===== src/hw/dram_ctl_pkg.sv =====
// constants for the fast-page dram controller: pin widths, timings, state codes
// assumes a 10 MHz ref_clk; every time below but the row cycle time is turned into whole clock cycles
package dram_ctl_pkg;
  localparam int CLK_PERIOD_NS  = 100;
  localparam int ADDR_W         = 10;
  localparam int DATA_W         = 16;
  localparam int ROW_W          = 10;
  localparam int COL_W          = 10;
  localparam int ROWS           = 1024;
  // power-up pause and wake-up sequence
  localparam int WAKE_PAUSE_US  = 200;
  localparam int WAKE_PAUSE_CYC = (WAKE_PAUSE_US * 1000 + CLK_PERIOD_NS - 1) / CLK_PERIOD_NS;
  localparam int WAKE_REFRESHES = 8;
  // refresh period for all rows, longest time so rounded down per row
  localparam int REFRESH_MS     = 16;
  localparam int REFRESH_ROW_CYC = (REFRESH_MS * 1000000 / CLK_PERIOD_NS) / ROWS;
  // strobe timings, least times rounded up
  localparam int RAS_CYCLE_NS   = 84;
  localparam int RAS_PULSE_NS   = 50;
  localparam int RAS_PRE_NS     = 30;
  localparam int CAS_PRE_NS     = 9;
  localparam int CAS_PULSE_NS   = 8;
  localparam int CAS_SETUP_NS   = 5;
  localparam int CAS_HOLD_NS    = 8;
  localparam int RAS_PULSE_CYC  = (RAS_PULSE_NS + CLK_PERIOD_NS - 1) / CLK_PERIOD_NS;
  localparam int RAS_PRE_CYC    = (RAS_PRE_NS + CLK_PERIOD_NS - 1) / CLK_PERIOD_NS;
  localparam int CAS_PRE_CYC    = (CAS_PRE_NS + CLK_PERIOD_NS - 1) / CLK_PERIOD_NS;
  localparam int CAS_PULSE_CYC  = (CAS_PULSE_NS + CLK_PERIOD_NS - 1) / CLK_PERIOD_NS;
  localparam int CAS_SETUP_CYC  = (CAS_SETUP_NS + CLK_PERIOD_NS - 1) / CLK_PERIOD_NS;
  localparam int CAS_HOLD_CYC   = (CAS_HOLD_NS + CLK_PERIOD_NS - 1) / CLK_PERIOD_NS;
  localparam int CYC_CNT_W      = 12;
  localparam int WAKE_CNT_W     = 12;
  localparam logic [1:0] BYTE_BOTH = 2'h3;

  // sequencer states, gray codes along the read/write path from idle to precharge
  typedef enum logic [3:0] {
    ST_IDLE    = 4'h0,
    ST_ROW     = 4'h1,
    ST_COL     = 4'h3,
    ST_DATA    = 4'h2,
    ST_PRE     = 4'h6,
    ST_REF_COL = 4'h7,
    ST_REF_ROW = 4'h5,
    ST_REF_END = 4'h4,
    ST_WAKE    = 4'hC
  } seq_state_t;
endpackage


===== src/hw/dram_wait_timer.sv =====
// down-counting delay timer used for the wake-up pause; strobe spacing comes from the sequencer states
// assumes load and enable share ref_clk; done is high while the count is zero
`timescale 1ns/100ps
module dram_wait_timer (
  // clock and reset
  input  wire logic                               ref_clk,
  input  wire logic                               rst_n,
  input  wire logic                               clk_en,
  // control
  input  wire logic                               load,
  input  wire logic [dram_ctl_pkg::CYC_CNT_W-1:0] load_val,
  output      logic                               done
);
  logic [dram_ctl_pkg::CYC_CNT_W-1:0] count;

  // load wins over the running count so back-to-back waits chain cleanly
  always_ff @(posedge ref_clk or negedge rst_n) begin
    if (!rst_n) begin
      count <= '0;
    end else if (clk_en) begin
      if (load) begin
        count <= load_val;
      end else if (count != '0) begin
        count <= count - 1'b1;
      end
    end
  end

  assign done = (count == '0);
endmodule


===== src/hw/dram_refresh_sched.sv =====
// refresh scheduler: paces one refresh per row slot, tracks overdue refresh
// assumes the sequencer acknowledges each request with a one-cycle done pulse
`timescale 1ns/100ps
module dram_refresh_sched (
  // clock and reset
  input  wire logic ref_clk,
  input  wire logic rst_n,
  input  wire logic clk_en,
  // handshake with sequencer
  input  wire logic running,
  input  wire logic refresh_done,
  output      logic refresh_req,
  output      logic refresh_overdue
);
  logic [dram_ctl_pkg::CYC_CNT_W-1:0] slot_cnt;
  logic [1:0]                         pending;
  wire                                slot_tick = (slot_cnt == '0);

  // slot counter spreads all rows evenly across the refresh period
  always_ff @(posedge ref_clk or negedge rst_n) begin
    if (!rst_n) begin
      slot_cnt <= '0;
    end else if (clk_en && running) begin
      slot_cnt <= slot_tick ? dram_ctl_pkg::CYC_CNT_W'(dram_ctl_pkg::REFRESH_ROW_CYC - 1)
                            : slot_cnt - 1'b1;
    end
  end

  // pending refreshes; a second missed slot means the period slipped
  always_ff @(posedge ref_clk or negedge rst_n) begin
    if (!rst_n) begin
      pending         <= 2'h0;
      refresh_overdue <= 1'b0;
    end else if (clk_en && running) begin
      if (slot_tick && !refresh_done && pending == 2'h2) begin
        refresh_overdue <= 1'b1;
      end else if (refresh_done && !slot_tick) begin
        refresh_overdue <= 1'b0;
      end
      if (slot_tick && !refresh_done && pending != 2'h2) begin
        pending <= pending + 2'h1;
      end else if (refresh_done && !slot_tick && pending != 2'h0) begin
        pending <= pending - 2'h1;
      end
    end else if (clk_en) begin
      pending         <= 2'h0;
      refresh_overdue <= 1'b0;
    end
  end

  assign refresh_req = (pending != 2'h0);
endmodule


===== src/hw/dram_fpm_host.sv =====
// host-side sequencer for an asynchronous 1M x 16 fast-page dram
// assumes the dram pins are wired straight out; data pin tristate is resolved by the bench
`timescale 1ns/100ps
module dram_fpm_host (
  // clock, reset, freeze
  input  wire logic                                 ref_clk,
  input  wire logic                                 rst_n,
  input  wire logic                                 clk_en,
  // user request port
  input  wire logic                                 req_valid,
  input  wire logic                                 req_write,
  input  wire logic [1:0]                           req_bytes,
  input  wire logic [dram_ctl_pkg::ROW_W-1:0]       req_row,
  input  wire logic [dram_ctl_pkg::COL_W-1:0]       req_col,
  input  wire logic [dram_ctl_pkg::DATA_W-1:0]      req_wdata,
  output      logic                                 req_ready,
  output      logic                                 rd_valid,
  output      logic [dram_ctl_pkg::DATA_W-1:0]      rd_data,
  output      logic                                 init_done,
  // dram pins
  output      logic                                 row_strobe_n,
  output      logic                                 lower_byte_col_strobe_n,
  output      logic                                 upper_byte_col_strobe_n,
  output      logic                                 write_strobe_n,
  output      logic                                 out_gate_n,
  output      logic [dram_ctl_pkg::ADDR_W-1:0]      dram_addr,
  input  wire logic [dram_ctl_pkg::DATA_W-1:0]      dq_in,
  output      logic [dram_ctl_pkg::DATA_W-1:0]      dq_out,
  output      logic [1:0]                           dq_oe
);

  // short local names for the sequencer states
  localparam dram_ctl_pkg::seq_state_t S_IDLE    = dram_ctl_pkg::ST_IDLE;
  localparam dram_ctl_pkg::seq_state_t S_ROW     = dram_ctl_pkg::ST_ROW;
  localparam dram_ctl_pkg::seq_state_t S_COL     = dram_ctl_pkg::ST_COL;
  localparam dram_ctl_pkg::seq_state_t S_DATA    = dram_ctl_pkg::ST_DATA;
  localparam dram_ctl_pkg::seq_state_t S_PRE     = dram_ctl_pkg::ST_PRE;
  localparam dram_ctl_pkg::seq_state_t S_REF_COL = dram_ctl_pkg::ST_REF_COL;
  localparam dram_ctl_pkg::seq_state_t S_REF_ROW = dram_ctl_pkg::ST_REF_ROW;
  localparam dram_ctl_pkg::seq_state_t S_REF_END = dram_ctl_pkg::ST_REF_END;
  localparam dram_ctl_pkg::seq_state_t S_WAKE    = dram_ctl_pkg::ST_WAKE;

  // counts sized to the counters that load or compare them
  localparam logic [dram_ctl_pkg::CYC_CNT_W-1:0]  PAUSE_CYCLES  =
    dram_ctl_pkg::CYC_CNT_W'(dram_ctl_pkg::WAKE_PAUSE_CYC);
  localparam logic [dram_ctl_pkg::WAKE_CNT_W-1:0] WAKE_LAST_CNT =
    dram_ctl_pkg::WAKE_CNT_W'(dram_ctl_pkg::WAKE_REFRESHES - 1);

  // sequencer state
  dram_ctl_pkg::seq_state_t               state;
  dram_ctl_pkg::seq_state_t               next_state;

  // request held for the whole memory cycle
  logic                                   cur_write;
  logic [1:0]                             cur_bytes;
  logic [dram_ctl_pkg::COL_W-1:0]         cur_col;

  // wake-up bookkeeping
  logic                                   pause_started;
  logic                                   pause_load;
  logic                                   pause_done;
  logic [dram_ctl_pkg::WAKE_CNT_W-1:0]    wake_cnt;
  logic                                   wake_step;
  logic                                   wake_last;
  logic                                   relaunch;

  // refresh scheduler handshake
  logic                                   refresh_req;
  logic                                   refresh_overdue;
  logic                                   refresh_done;

  // request acceptance and read capture
  logic                                   take_req;
  logic                                   read_end;

  // next values of the registered dram pins
  logic                                   next_row_strobe_n;
  logic                                   next_lower_byte_col_strobe_n;
  logic                                   next_upper_byte_col_strobe_n;
  logic                                   next_write_strobe_n;
  logic                                   next_out_gate_n;
  logic [dram_ctl_pkg::ADDR_W-1:0]        next_dram_addr;
  logic [1:0]                             next_dq_oe;

  // states that hold the row strobe low; one column per open row, no page mode
  function automatic logic row_low(input dram_ctl_pkg::seq_state_t st);
    return (st == S_ROW) || (st == S_COL) || (st == S_DATA)
        || (st == S_REF_ROW) || (st == S_REF_END);
  endfunction

  // states that pull a column strobe low; lane_on picks the byte lane
  function automatic logic col_low(input dram_ctl_pkg::seq_state_t st,
                                   input logic                     lane_on);
    return ((st == S_DATA) && lane_on)
        || (st == S_REF_COL) || (st == S_REF_ROW);
  endfunction

  // states in which write strobe and write data stand for an early write
  function automatic logic write_window(input dram_ctl_pkg::seq_state_t st);
    return (st == S_COL) || (st == S_DATA);
  endfunction

  // a request is taken only in idle, after wake-up, with no refresh due
  assign req_ready = clk_en && (state == S_IDLE) && init_done && !refresh_req && !refresh_overdue;
  assign take_req  = req_valid && req_ready;
  assign read_end  = (state == S_DATA) && !cur_write;

  // wake-up: pause once after reset, then eight refreshes before access
  assign pause_load = (state == S_WAKE) && !pause_started;
  assign wake_step  = (state == S_REF_END) && !init_done;
  assign wake_last  = (wake_cnt == WAKE_LAST_CNT);

  // a slipped refresh period relaunches the eight-refresh wake-up
  assign relaunch     = (state == S_IDLE) && init_done && refresh_overdue;
  // only refreshes after wake-up count against the row slots
  assign refresh_done = (state == S_REF_END) && init_done;

  // wake pause timer; the pause is far longer than any other wait
  dram_wait_timer u_dram_wait_timer (
    .ref_clk  (ref_clk),
    .rst_n    (rst_n),
    .clk_en   (clk_en),
    .load     (pause_load),
    .load_val (PAUSE_CYCLES),
    .done     (pause_done)
  );

  // refresh pacing across the whole row space
  dram_refresh_sched u_dram_refresh_sched (
    .ref_clk         (ref_clk),
    .rst_n           (rst_n),
    .clk_en          (clk_en),
    .running         (init_done),
    .refresh_done    (refresh_done),
    .refresh_req     (refresh_req),
    .refresh_overdue (refresh_overdue)
  );

  // next state: a due refresh wins over a waiting request in idle
  always_comb begin
    next_state = state;
    case (state)
      S_WAKE: begin
        if (pause_started && pause_done) begin
          next_state = S_IDLE;
        end
      end
      S_IDLE: begin
        if (!init_done || refresh_req || refresh_overdue) begin
          next_state = S_REF_COL;
        end else if (take_req) begin
          next_state = S_ROW;
        end
      end
      S_ROW: begin
        next_state = S_COL;
      end
      S_COL: begin
        next_state = S_DATA;
      end
      S_DATA: begin
        next_state = S_PRE;
      end
      S_REF_COL: begin
        next_state = S_REF_ROW;
      end
      S_REF_ROW: begin
        next_state = S_REF_END;
      end
      S_REF_END: begin
        next_state = S_PRE;
      end
      S_PRE: begin
        next_state = S_IDLE;
      end
      default: begin
        next_state = S_PRE;
      end
    endcase
  end

  // one path through a cycle: row, column, data, precharge
  always_ff @(posedge ref_clk or negedge rst_n) begin
    if (!rst_n) begin
      state <= S_WAKE;
    end else if (clk_en) begin
      state <= next_state;
    end
  end

  // request latch; write data goes from this flop straight to the pins
  always_ff @(posedge ref_clk or negedge rst_n) begin
    if (!rst_n) begin
      cur_write <= 1'b0;
      cur_bytes <= 2'h0;
      cur_col   <= '0;
      dq_out    <= '0;
    end else if (clk_en && take_req) begin
      cur_write <= req_write;
      cur_bytes <= req_bytes;
      cur_col   <= req_col;
      dq_out    <= req_wdata;
    end
  end

  // wake and relaunch bookkeeping; relaunch clears the count before stepping
  always_ff @(posedge ref_clk or negedge rst_n) begin
    if (!rst_n) begin
      pause_started <= 1'b0;
      wake_cnt      <= '0;
      init_done     <= 1'b0;
    end else if (clk_en) begin
      if (pause_load) begin
        pause_started <= 1'b1;
      end
      if (relaunch) begin
        wake_cnt  <= '0;
        init_done <= 1'b0;
      end else if (wake_step) begin
        wake_cnt  <= wake_cnt + 1'b1;
        init_done <= wake_last;
      end
    end
  end

  // pin decode; pins change only on the clock edge, so no glitch reaches the dram
  assign next_row_strobe_n            = !row_low(next_state);
  assign next_lower_byte_col_strobe_n = !col_low(next_state, cur_bytes[0]);
  assign next_upper_byte_col_strobe_n = !col_low(next_state, cur_bytes[1]);
  // write strobe falls a cycle ahead of the column strobes
  assign next_write_strobe_n = !(write_window(next_state) && cur_write);
  // late write, read-write and gate-controlled writes never arise
  // gate low only in a read, with the write strobe high
  assign next_out_gate_n = !((next_state == S_DATA) && !cur_write);
  // write lanes open with the write strobe, before the column strobes
  assign next_dq_oe = (write_window(next_state) && cur_write) ? cur_bytes : 2'h0;
  // row address with the take, column address a cycle before the column strobes
  assign next_dram_addr = take_req ? req_row
                        : (next_state == S_COL) ? cur_col : dram_addr;

  // dram pin flops; reset parks every strobe high so the dram stays in standby
  always_ff @(posedge ref_clk or negedge rst_n) begin
    if (!rst_n) begin
      row_strobe_n            <= 1'b1;
      lower_byte_col_strobe_n <= 1'b1;
      upper_byte_col_strobe_n <= 1'b1;
      write_strobe_n          <= 1'b1;
      out_gate_n              <= 1'b1;
      dram_addr               <= '0;
      dq_oe                   <= 2'h0;
    end else if (clk_en) begin
      row_strobe_n            <= next_row_strobe_n;
      lower_byte_col_strobe_n <= next_lower_byte_col_strobe_n;
      upper_byte_col_strobe_n <= next_upper_byte_col_strobe_n;
      write_strobe_n          <= next_write_strobe_n;
      out_gate_n              <= next_out_gate_n;
      dram_addr               <= next_dram_addr;
      dq_oe                   <= next_dq_oe;
    end
  end

  // read data taken at the end of the data cycle, a full period after the column strobes fell
  always_ff @(posedge ref_clk or negedge rst_n) begin
    if (!rst_n) begin
      rd_valid <= 1'b0;
      rd_data  <= '0;
    end else if (clk_en) begin
      rd_valid <= read_end;
      if (read_end) begin
        rd_data <= dq_in;
      end
    end
  end

  // hidden refresh is never used: refresh waits for idle instead
  // precharge with every strobe high closes each cycle, clearing held output

  a_ref_col_setup: assert property (@(posedge ref_clk) disable iff (!rst_n)
    ($fell(row_strobe_n) && !lower_byte_col_strobe_n)
      |-> ($past(!lower_byte_col_strobe_n) && write_strobe_n))
    else $error("column strobe not set up before refresh row strobe");

  a_early_write: assert property (@(posedge ref_clk) disable iff (!rst_n)
    ($fell(lower_byte_col_strobe_n) && !write_strobe_n)
      |-> $past(!write_strobe_n))
    else $error("write strobe fell after the column strobe");

  a_read_write_high: assert property (@(posedge ref_clk) disable iff (!rst_n)
    !out_gate_n
      |-> write_strobe_n)
    else $error("write strobe low while output gate open");

  a_gate_no_write: assert property (@(posedge ref_clk) disable iff (!rst_n)
    (|dq_oe)
      |-> out_gate_n)
    else $error("output gate open while write data driven");

  a_row_pulse: assert property (@(posedge ref_clk) disable iff (!rst_n)
    $fell(row_strobe_n)
      |=> !row_strobe_n)
    else $error("row strobe pulse too short");

  a_row_precharge: assert property (@(posedge ref_clk) disable iff (!rst_n)
    $rose(row_strobe_n)
      |-> (lower_byte_col_strobe_n && upper_byte_col_strobe_n) ##1 row_strobe_n)
    else $error("precharge too short or column strobe still low");

  a_wake_order: assert property (@(posedge ref_clk) disable iff (!rst_n)
    ($fell(row_strobe_n) && !init_done)
      |-> !lower_byte_col_strobe_n)
    else $error("access row strobe before wake-up finished");

  a_data_setup: assert property (@(posedge ref_clk) disable iff (!rst_n)
    ($fell(lower_byte_col_strobe_n) && !write_strobe_n)
      |-> (dq_oe[0] && $stable(dq_out)))
    else $error("write data not set up at column strobe");
endmodule


===== config.mk =====
export PLATFORM = sky130hd
export DESIGN_NAME = dram_fpm_host
export DESIGN_NICKNAME = d
export VERILOG_FILES = /design/src/hw/dram_ctl_pkg.sv /design/src/hw/dram_wait_timer.sv /design/src/hw/dram_refresh_sched.sv /design/src/hw/dram_fpm_host.sv
export SDC_FILE = /design/constraint.sdc
export NUM_CORES = 1
export LEC_CHECK = 0
export ABC_CLOCK_PERIOD_IN_PS = 5300
export CAP_MARGIN = 10
export CORE_MARGIN = 5
export CORE_UTILIZATION = 35
export DETAILED_ROUTE_END_ITERATION = 7
export DONT_BUFFER_PORTS = 1
export MAX_ROUTING_LAYER = met4
export PLACE_DENSITY_LB_ADDON = 0.1
export SYNTH_ARGS = -nofsm -noshare
export SYNTH_HDL_FRONTEND = slang
export SYNTH_SLANG_ARGS = --single-unit
export TNS_END_PERCENT = 100

===== constraint.sdc =====
create_clock -name ref_clk -period 5.3 [get_ports ref_clk]
set_input_delay 1.06 -clock ref_clk [delete_from_list [all_inputs] [get_ports ref_clk]]
set_output_delay 1.06 -clock ref_clk [all_outputs]
set_load 0.05 [all_outputs]

==> results.sh, run 1 <==
export IMPL_status="finished clean"
export IMPL_portBuffers=0
export IMPL_drive_gt1_frac=0.1885
export IMPL_root_buffer="clkbuf_16"
export IMPL_setup_viol=0
export IMPL_io_pins=111
export IMPL_pwr_share_clk=0.224
export IMPL_final_util=0.3877
export IMPL_cp_max_fo=51
export IMPL_cts_made_buffers=9
export IMPL_slowest_stage="dfrtp_1"
export IMPL_timing_final_ws_setup_ps=1350
export IMPL_worstPathCellList="or4b_4 -> nor3_2 -> nand2_2 -> mux2_2"
export IMPL_swShare=0.4217
export IMPL_worstRegToRegCells=4
export IMPL_globalplace_congestion=0.7065
export IMPL_slew_headroom=0.2913
export IMPL_start_kind="flip-flop"
export IMPL_clkTransAtPathRegs_ps=70
export IMPL_die_area_um2=16590
export IMPL_crit_required_ps=5530
export IMPL_hold_viol_final=0
export IMPL_synth_edf_count=0
export IMPL_antenna_found_initial=0
export IMPL_post_cts_resized=0
export IMPL_grt_overflow=0
export IMPL_avgViaCountPerCell=5.208
export IMPL_diodes=0
export IMPL_vias=3203
export IMPL_cellLeakagePower_nw=2.454
export IMPL_coreArea_um2=13880
export IMPL_worstPathArrival_ps=4180
export IMPL_p_seq_frac=0.601
export IMPL_intPower_mw=1.664
export IMPL_p_switching_mw=1.214
export IMPL_ant_nets=0
export IMPL_worstSetupEndpointType="flip-flop"
export IMPL_synth_nets=501
export IMPL_nFillCells=1376
export IMPL_cp_num_buf_inv=0
export IMPL_cp_depth=4
export IMPL_yosys_top_cells_count="dfrtp_1, mux2_2, nor2_1"
export IMPL_synth_mux_area_frac=0.1271
export IMPL_drt_iter0_markers=194
export IMPL_synth_most_common_cell="dfrtp_1"
export IMPL_r2r_slack_ps=1350
export IMPL_place_area_um2=5101
export IMPL_synth_compound_area_share=0.06913
export IMPL_synth_fa_ha_area_frac=0.01266
export IMPL_yosys_area_share_xor_xnor=0.03722
export IMPL_area_delta_synth_final_pct=8.914
export IMPL_initial_core_util=0.3560
export IMPL_fin_tns_setup_ps=0
export IMPL_post_cts_buffers=0
export IMPL_synth_area_top_cells="dfrtp_1, mux2_2, dfstp_2"
export IMPL_p_total_mw=2.878
export IMPL_worst_slew_pin_slew_ps=1059
export IMPL_cts_sinks=108
export IMPL_power_density_nw_per_um2=534.8
export IMPL_ys_ff_latch=108
export IMPL_max_cap_viol_count=0
export IMPL_grt_pass1_vias=3329
export IMPL_yosysWarnings=0
export IMPL_drv_slew=0
export IMPL_slowest_delay_ps=940
export IMPL_die_x_um=128.8
export IMPL_cts_tree="done"
export IMPL_async_flop_share=1.000
export IMPL_grt_max_degree=109
export IMPL_instances_no_fill=615
export IMPL_drtPass1Iterations=4
export IMPL_synth_simple_gate_area_share=0.1808
export IMPL_synth_top_cell_area_share=0.5115
export IMPL_fp_row_count=43
export IMPL_netlist_area_um2=4941
export IMPL_finish_instance_area_um2=5381
export IMPL_hpwlAfterDp_mm=7.078
export IMPL_clkLatencyLatePin_ps=350
export IMPL_dp_slack_ps=1303
export IMPL_drc=0
export IMPL_seqCellArea_um2=2711
export IMPL_final_nets=495
export IMPL_yosysSeqAreaShare=0.5487
export IMPL_synthDistinctLibCells=52
export IMPL_cts_hold_buf=0
export IMPL_synth_flop_cell="dfrtp_1"
export IMPL_clock_path_buffers=2
export IMPL_synth_top_family_by_area="simple AND/OR/NAND/NOR gates"
export IMPL_grt_pass1_wl_mm=17.49
export IMPL_cts_htree_levels=3
export IMPL_critPathKind="reg -> reg"
export IMPL_multi_input_area_um2=2112
export IMPL_cp_top_family="simple AND/OR/NAND/NOR gates"
export IMPL_timing_fmax_mhz=253.2
export IMPL_max_vdd_ir_drop_uv=292.0
export IMPL_period_minus_slack_ps=3950
export IMPL_avgSynthCellArea_um2=11.31
export IMPL_fin_skew_ps=8.658
export IMPL_rsz0062_at_grt="no"
export IMPL_routed_wl_mm=10.42
export IMPL_grtUsageTotal=0.1363
export IMPL_power_frac_comb=0.174
export IMPL_min_period_over_period=0.7453
export IMPL_synth_area_leader_cell="dfrtp_1"
export IMPL_worst_hold_slack_ps=399.2
export IMPL_netlist_instances=437
export IMPL_die_h_um=128.8
export IMPL_min_path_type="in -> async"
export IMPL_wl_per_cell_um=16.94
export IMPL_dp_cells=600
==> cell type report <==
| cell class | count | share of cell area |
|---|---|---|
| Sequential cell | 108 | 0.5038 |
| Multi-Input combinational cell | 300 | 0.3925 |
| Clock buffer | 9 | 0.04185 |
| Tap cell | 180 | 0.04185 |
| Clock inverter | 6 | 0.01023 |
| Inverter | 10 | 0.006975 |
| Timing Repair Buffer | 2 | 0.002790 |
==> logic make-up (layout without fill, tap and decap cells) <==
logic type      Yosys count  after routing
buf+inv                  29             27
mux                      57             57
simple gates            164            164
xor+xnor                 21             21
fa+ha+maj                 5              5
compound gates           53             53
flops                   108            108
==> flip-flops by register name (all words and copies together) (netlist names) <==
signal and flops:
cur_bytes 2, cur_col 10, cur_write 1, dq_oe 2
dq_out 16, dram_addr 10, init_done 1, lower_byte_col_strobe_n 1
out_gate_n 1, pause_started 1, rd_data 16, rd_valid 1
row_strobe_n 1, state 4, u_dram_refresh_sched.pending 2, u_dram_refresh_sched.refresh_overdue 1
u_dram_refresh_sched.slot_cnt 12, u_dram_wait_timer.count 12, upper_byte_col_strobe_n 1, wake_cnt 12
write_strobe_n 1
==> power groups by stage <==
stage          clock [mW]  combinational (mW)  sequential (mW)
2_1_floorplan           0               0.473             1.64
3_3_place_gp            0               0.492             1.75
3_5_place_dp            0               0.510             1.75
4_1_cts             0.675               0.509             1.74
5_1_grt             0.708               0.580             1.78
6_report            0.645               0.502             1.73
==> cells in the final DEF, fill, tap and decap left out, types with 2 or more instances in the layout <==
cell / n
a21o_1: 5
a21oi_1: 17
a22o_1: 2
a31oi_1: 3
and2_1: 2
and3_1: 9
buf_4: 2
clkbuf_16: 9
clkinv_4: 2
dfrtp_1: 101
dfstp_2: 7
ha_1: 5
inv_1: 9
inv_6: 3
mux2_2: 46
mux2i_1: 11
nand2_1: 29
nand2b_1: 5
nand3_1: 15
nand3b_1: 3
nand4_1: 8
nand4b_1: 3
nor2_1: 45
nor3_1: 11
nor3b_1: 2
nor4_1: 4
nor4b_1: 6
o21ai_0: 12
o2bb2ai_1: 2
o31ai_1: 5
o41ai_1: 3
or2_2: 2
or3_1: 6
xnor2_1: 10
xor2_1: 11
==> worst paths after layout <==
kind | start | endpoint
setup / recovery | init_done | cur_col[4]
hold / removal | rst_n | wake_cnt[9]
setup reg to reg | init_done | cur_col[4]
hold reg to reg | wake_cnt[0] | wake_cnt[0]
max in group asynchronous | rst_n | state[3]
min in group ref_clk | wake_cnt[0] | wake_cnt[0]
==> per-layer routing <==
metal	GRT usage	vias up	routed length (um)
li1	-	1538	-
met1	0.1824	1567	4779
met2	0.1905	87	4748
met3	0.05272	11	742
met4	0.04262	0	150
met5	-	-	0
==> worst register-to-register path: cells and delay by family (launching register included) <==
family	cells	cell delay, ps
and+or+nand+nor	3	2330
DFF	1	940
muxes	1	560
Power figures use the tool's default switching activity.
==> inputs of run 2 (changes only) <==
- ABC_CLOCK_PERIOD_IN_PS: 5300 -> 3650
- clock period: 5.3 -> 3.65 ns (I/O delays scaled with it)
==> results.sh, run 2 (synthesis gave the netlist of run 1 again) <==
export IMPL_hpwlAfterDp_mm=7.203
export IMPL_fin_tns_setup_ps=0
export IMPL_final_nets=497
export IMPL_grt_max_degree=109
export IMPL_grt_overflow=0
export IMPL_place_area_um2=5116
export IMPL_grt_pass1_wl_mm=16.93
export IMPL_min_path_type="in -> async"
export IMPL_coreArea_um2=13880
export IMPL_worstPathArrival_ps=1900
export IMPL_cts_tree="done"
export IMPL_root_buffer="clkbuf_16"
export IMPL_r2r_slack_ps=1090
export IMPL_worstRegToRegCells=4
export IMPL_die_area_um2=16590
export IMPL_clkLatencyLatePin_ps=340
export IMPL_area_delta_synth_final_pct=9.648
export IMPL_final_cell_mix="dfrtp_1, mux2_2, nor2_1, nand2_1, a21oi_1"
export IMPL_setup_viol=0
export IMPL_cellLeakagePower_nw=2.475
export IMPL_timing_fmax_mhz=380.9
export IMPL_vias=3174
export IMPL_start_kind="flip-flop"
export IMPL_clock_path_buffers=2
export IMPL_drt_iter0_markers=191
export IMPL_grt_pass1_vias=3230
export IMPL_hold_viol_final=0
export IMPL_cts_sinks=108
export IMPL_die_x_um=128.8
export IMPL_min_period_over_period=0.7192
export IMPL_finish_instance_area_um2=5418
export IMPL_cts_hold_buf=0
export IMPL_r2r_start="u_dram_refresh_sched.pending[0]"
export IMPL_max_vdd_ir_drop_uv=516.1
export IMPL_die_h_um=128.8
export IMPL_globalplace_congestion=0.7752
export IMPL_grtUsageTotal=0.1316
export IMPL_timing_rr_end="cur_bytes[1]"
export IMPL_wl_per_cell_um=16.77
export IMPL_worstSetupEndpointType="output pin"
export IMPL_critPathKind="reg -> out"
export IMPL_drv_slew=0
export IMPL_drtPass1Iterations=4
export IMPL_ant_nets=0
export IMPL_status="finished clean"
export IMPL_crit_required_ps=2920
export IMPL_clkTransAtPathRegs_ps=70
export IMPL_post_cts_buffers=0
export IMPL_power_density_nw_per_um2=781.6
export IMPL_final_common_cell="dfrtp_1"
export IMPL_worst_hold_slack_ps=87.20
export IMPL_portBuffers=0
export IMPL_nFillCells=1382
export IMPL_reg_top3="dq_out (16), rd_data (16)"
export IMPL_io_pins=111
export IMPL_cts_htree_levels=3
export IMPL_antenna_found_initial=0
export IMPL_post_cts_resized=0
export IMPL_slew_headroom=0.3121
export IMPL_cp_max_fo=8
export IMPL_initial_core_util=0.3560
export IMPL_avgViaCountPerCell=5.136
export IMPL_drc=0
export IMPL_cts_made_buffers=9
export IMPL_routed_wl_mm=10.36
export IMPL_period_minus_slack_ps=2625
export IMPL_fp_row_count=43
export IMPL_diodes=0
export IMPL_rsz0062_at_grt="no"
export IMPL_worst_slew_pin_slew_ps=1017
export IMPL_fin_skew_ps=6.441
export IMPL_max_cap_viol_count=0
export IMPL_drive_gt1_frac=0.1918
[run 2: cell count changes in the layout (fill, tap and decap cells not counted)]
cell       before  now
clkinv_2        0    1
clkbuf_1        0    1
inv_6           3    1
buf_4           2    4
bufinv_16       0    1
[run 2: worst max-delay path by stage]
stage | startpoint | endpoint | slack (ps) | depth (start not counted)
floorplan | init_done | cur_bytes[0] | 830 | 5
detailed placement | u_dram_refresh_sched.refresh_overdue | dq_out[14] | 1100 | 4
CTS | u_dram_refresh_sched.pending[0] | req_ready | 1020 | 3
finish | u_dram_refresh_sched.pending[0] | req_ready | 1020 | 3
global placement | u_dram_refresh_sched.refresh_overdue | dq_out[0] | 1160 | 4
global route | u_dram_refresh_sched.pending[0] | cur_bytes[1] | 920 | 4
[run 2: report_power, final]
group          internal, mW  total [mW]  switching [mW]  leakage [nW]
clock network         0.541       0.990           0.448         0.149
registers              1.55        2.49           0.939          1.38
logic                 0.402       0.759           0.358         0.945
[run 2: per-layer routing]
layer  global-route usage  wire [um]  vias up
met5                    -          0        -
met4              0.05003        187        0
met3              0.04483        764       14
met2               0.1887       4676       92
met1               0.1721       4732     1518
li1                     -          -     1550
[run 2: area by class of cell]
type	count	area (um^2)	share of cell area
inverters	10	37.54	0.006928
well taps	180	225.2	0.04157
clock inverters	6	72.57	0.01339
repair buffers	4	30.03	0.005543
clock buffers	10	229.0	0.04226
flip-flops and latches	108	2711	0.5005
multi-input cells	300	2112	0.3898
[run 2: per-stage QoR]
step | total power, mW | std cells | setup WS, ps | util
floorplan | 3.069 | 437 | 825.8 | -
global placement | 3.261 | 602 | 1161 | 0.3686
detailed placement | 3.285 | 602 | 1096 | 0.3686
CTS | 4.297 | 618 | 1018 | 0.3903
global route | 4.480 | 618 | 920.8 | 0.3903
finish | 4.234 | 618 | 1025 | 0.3903
[run 2: critical path, stage by stage (launching register included)]
cell and delay, ps:
dfrtp_1 460, or4b_4 540, nor3_2 290, buf_4 260
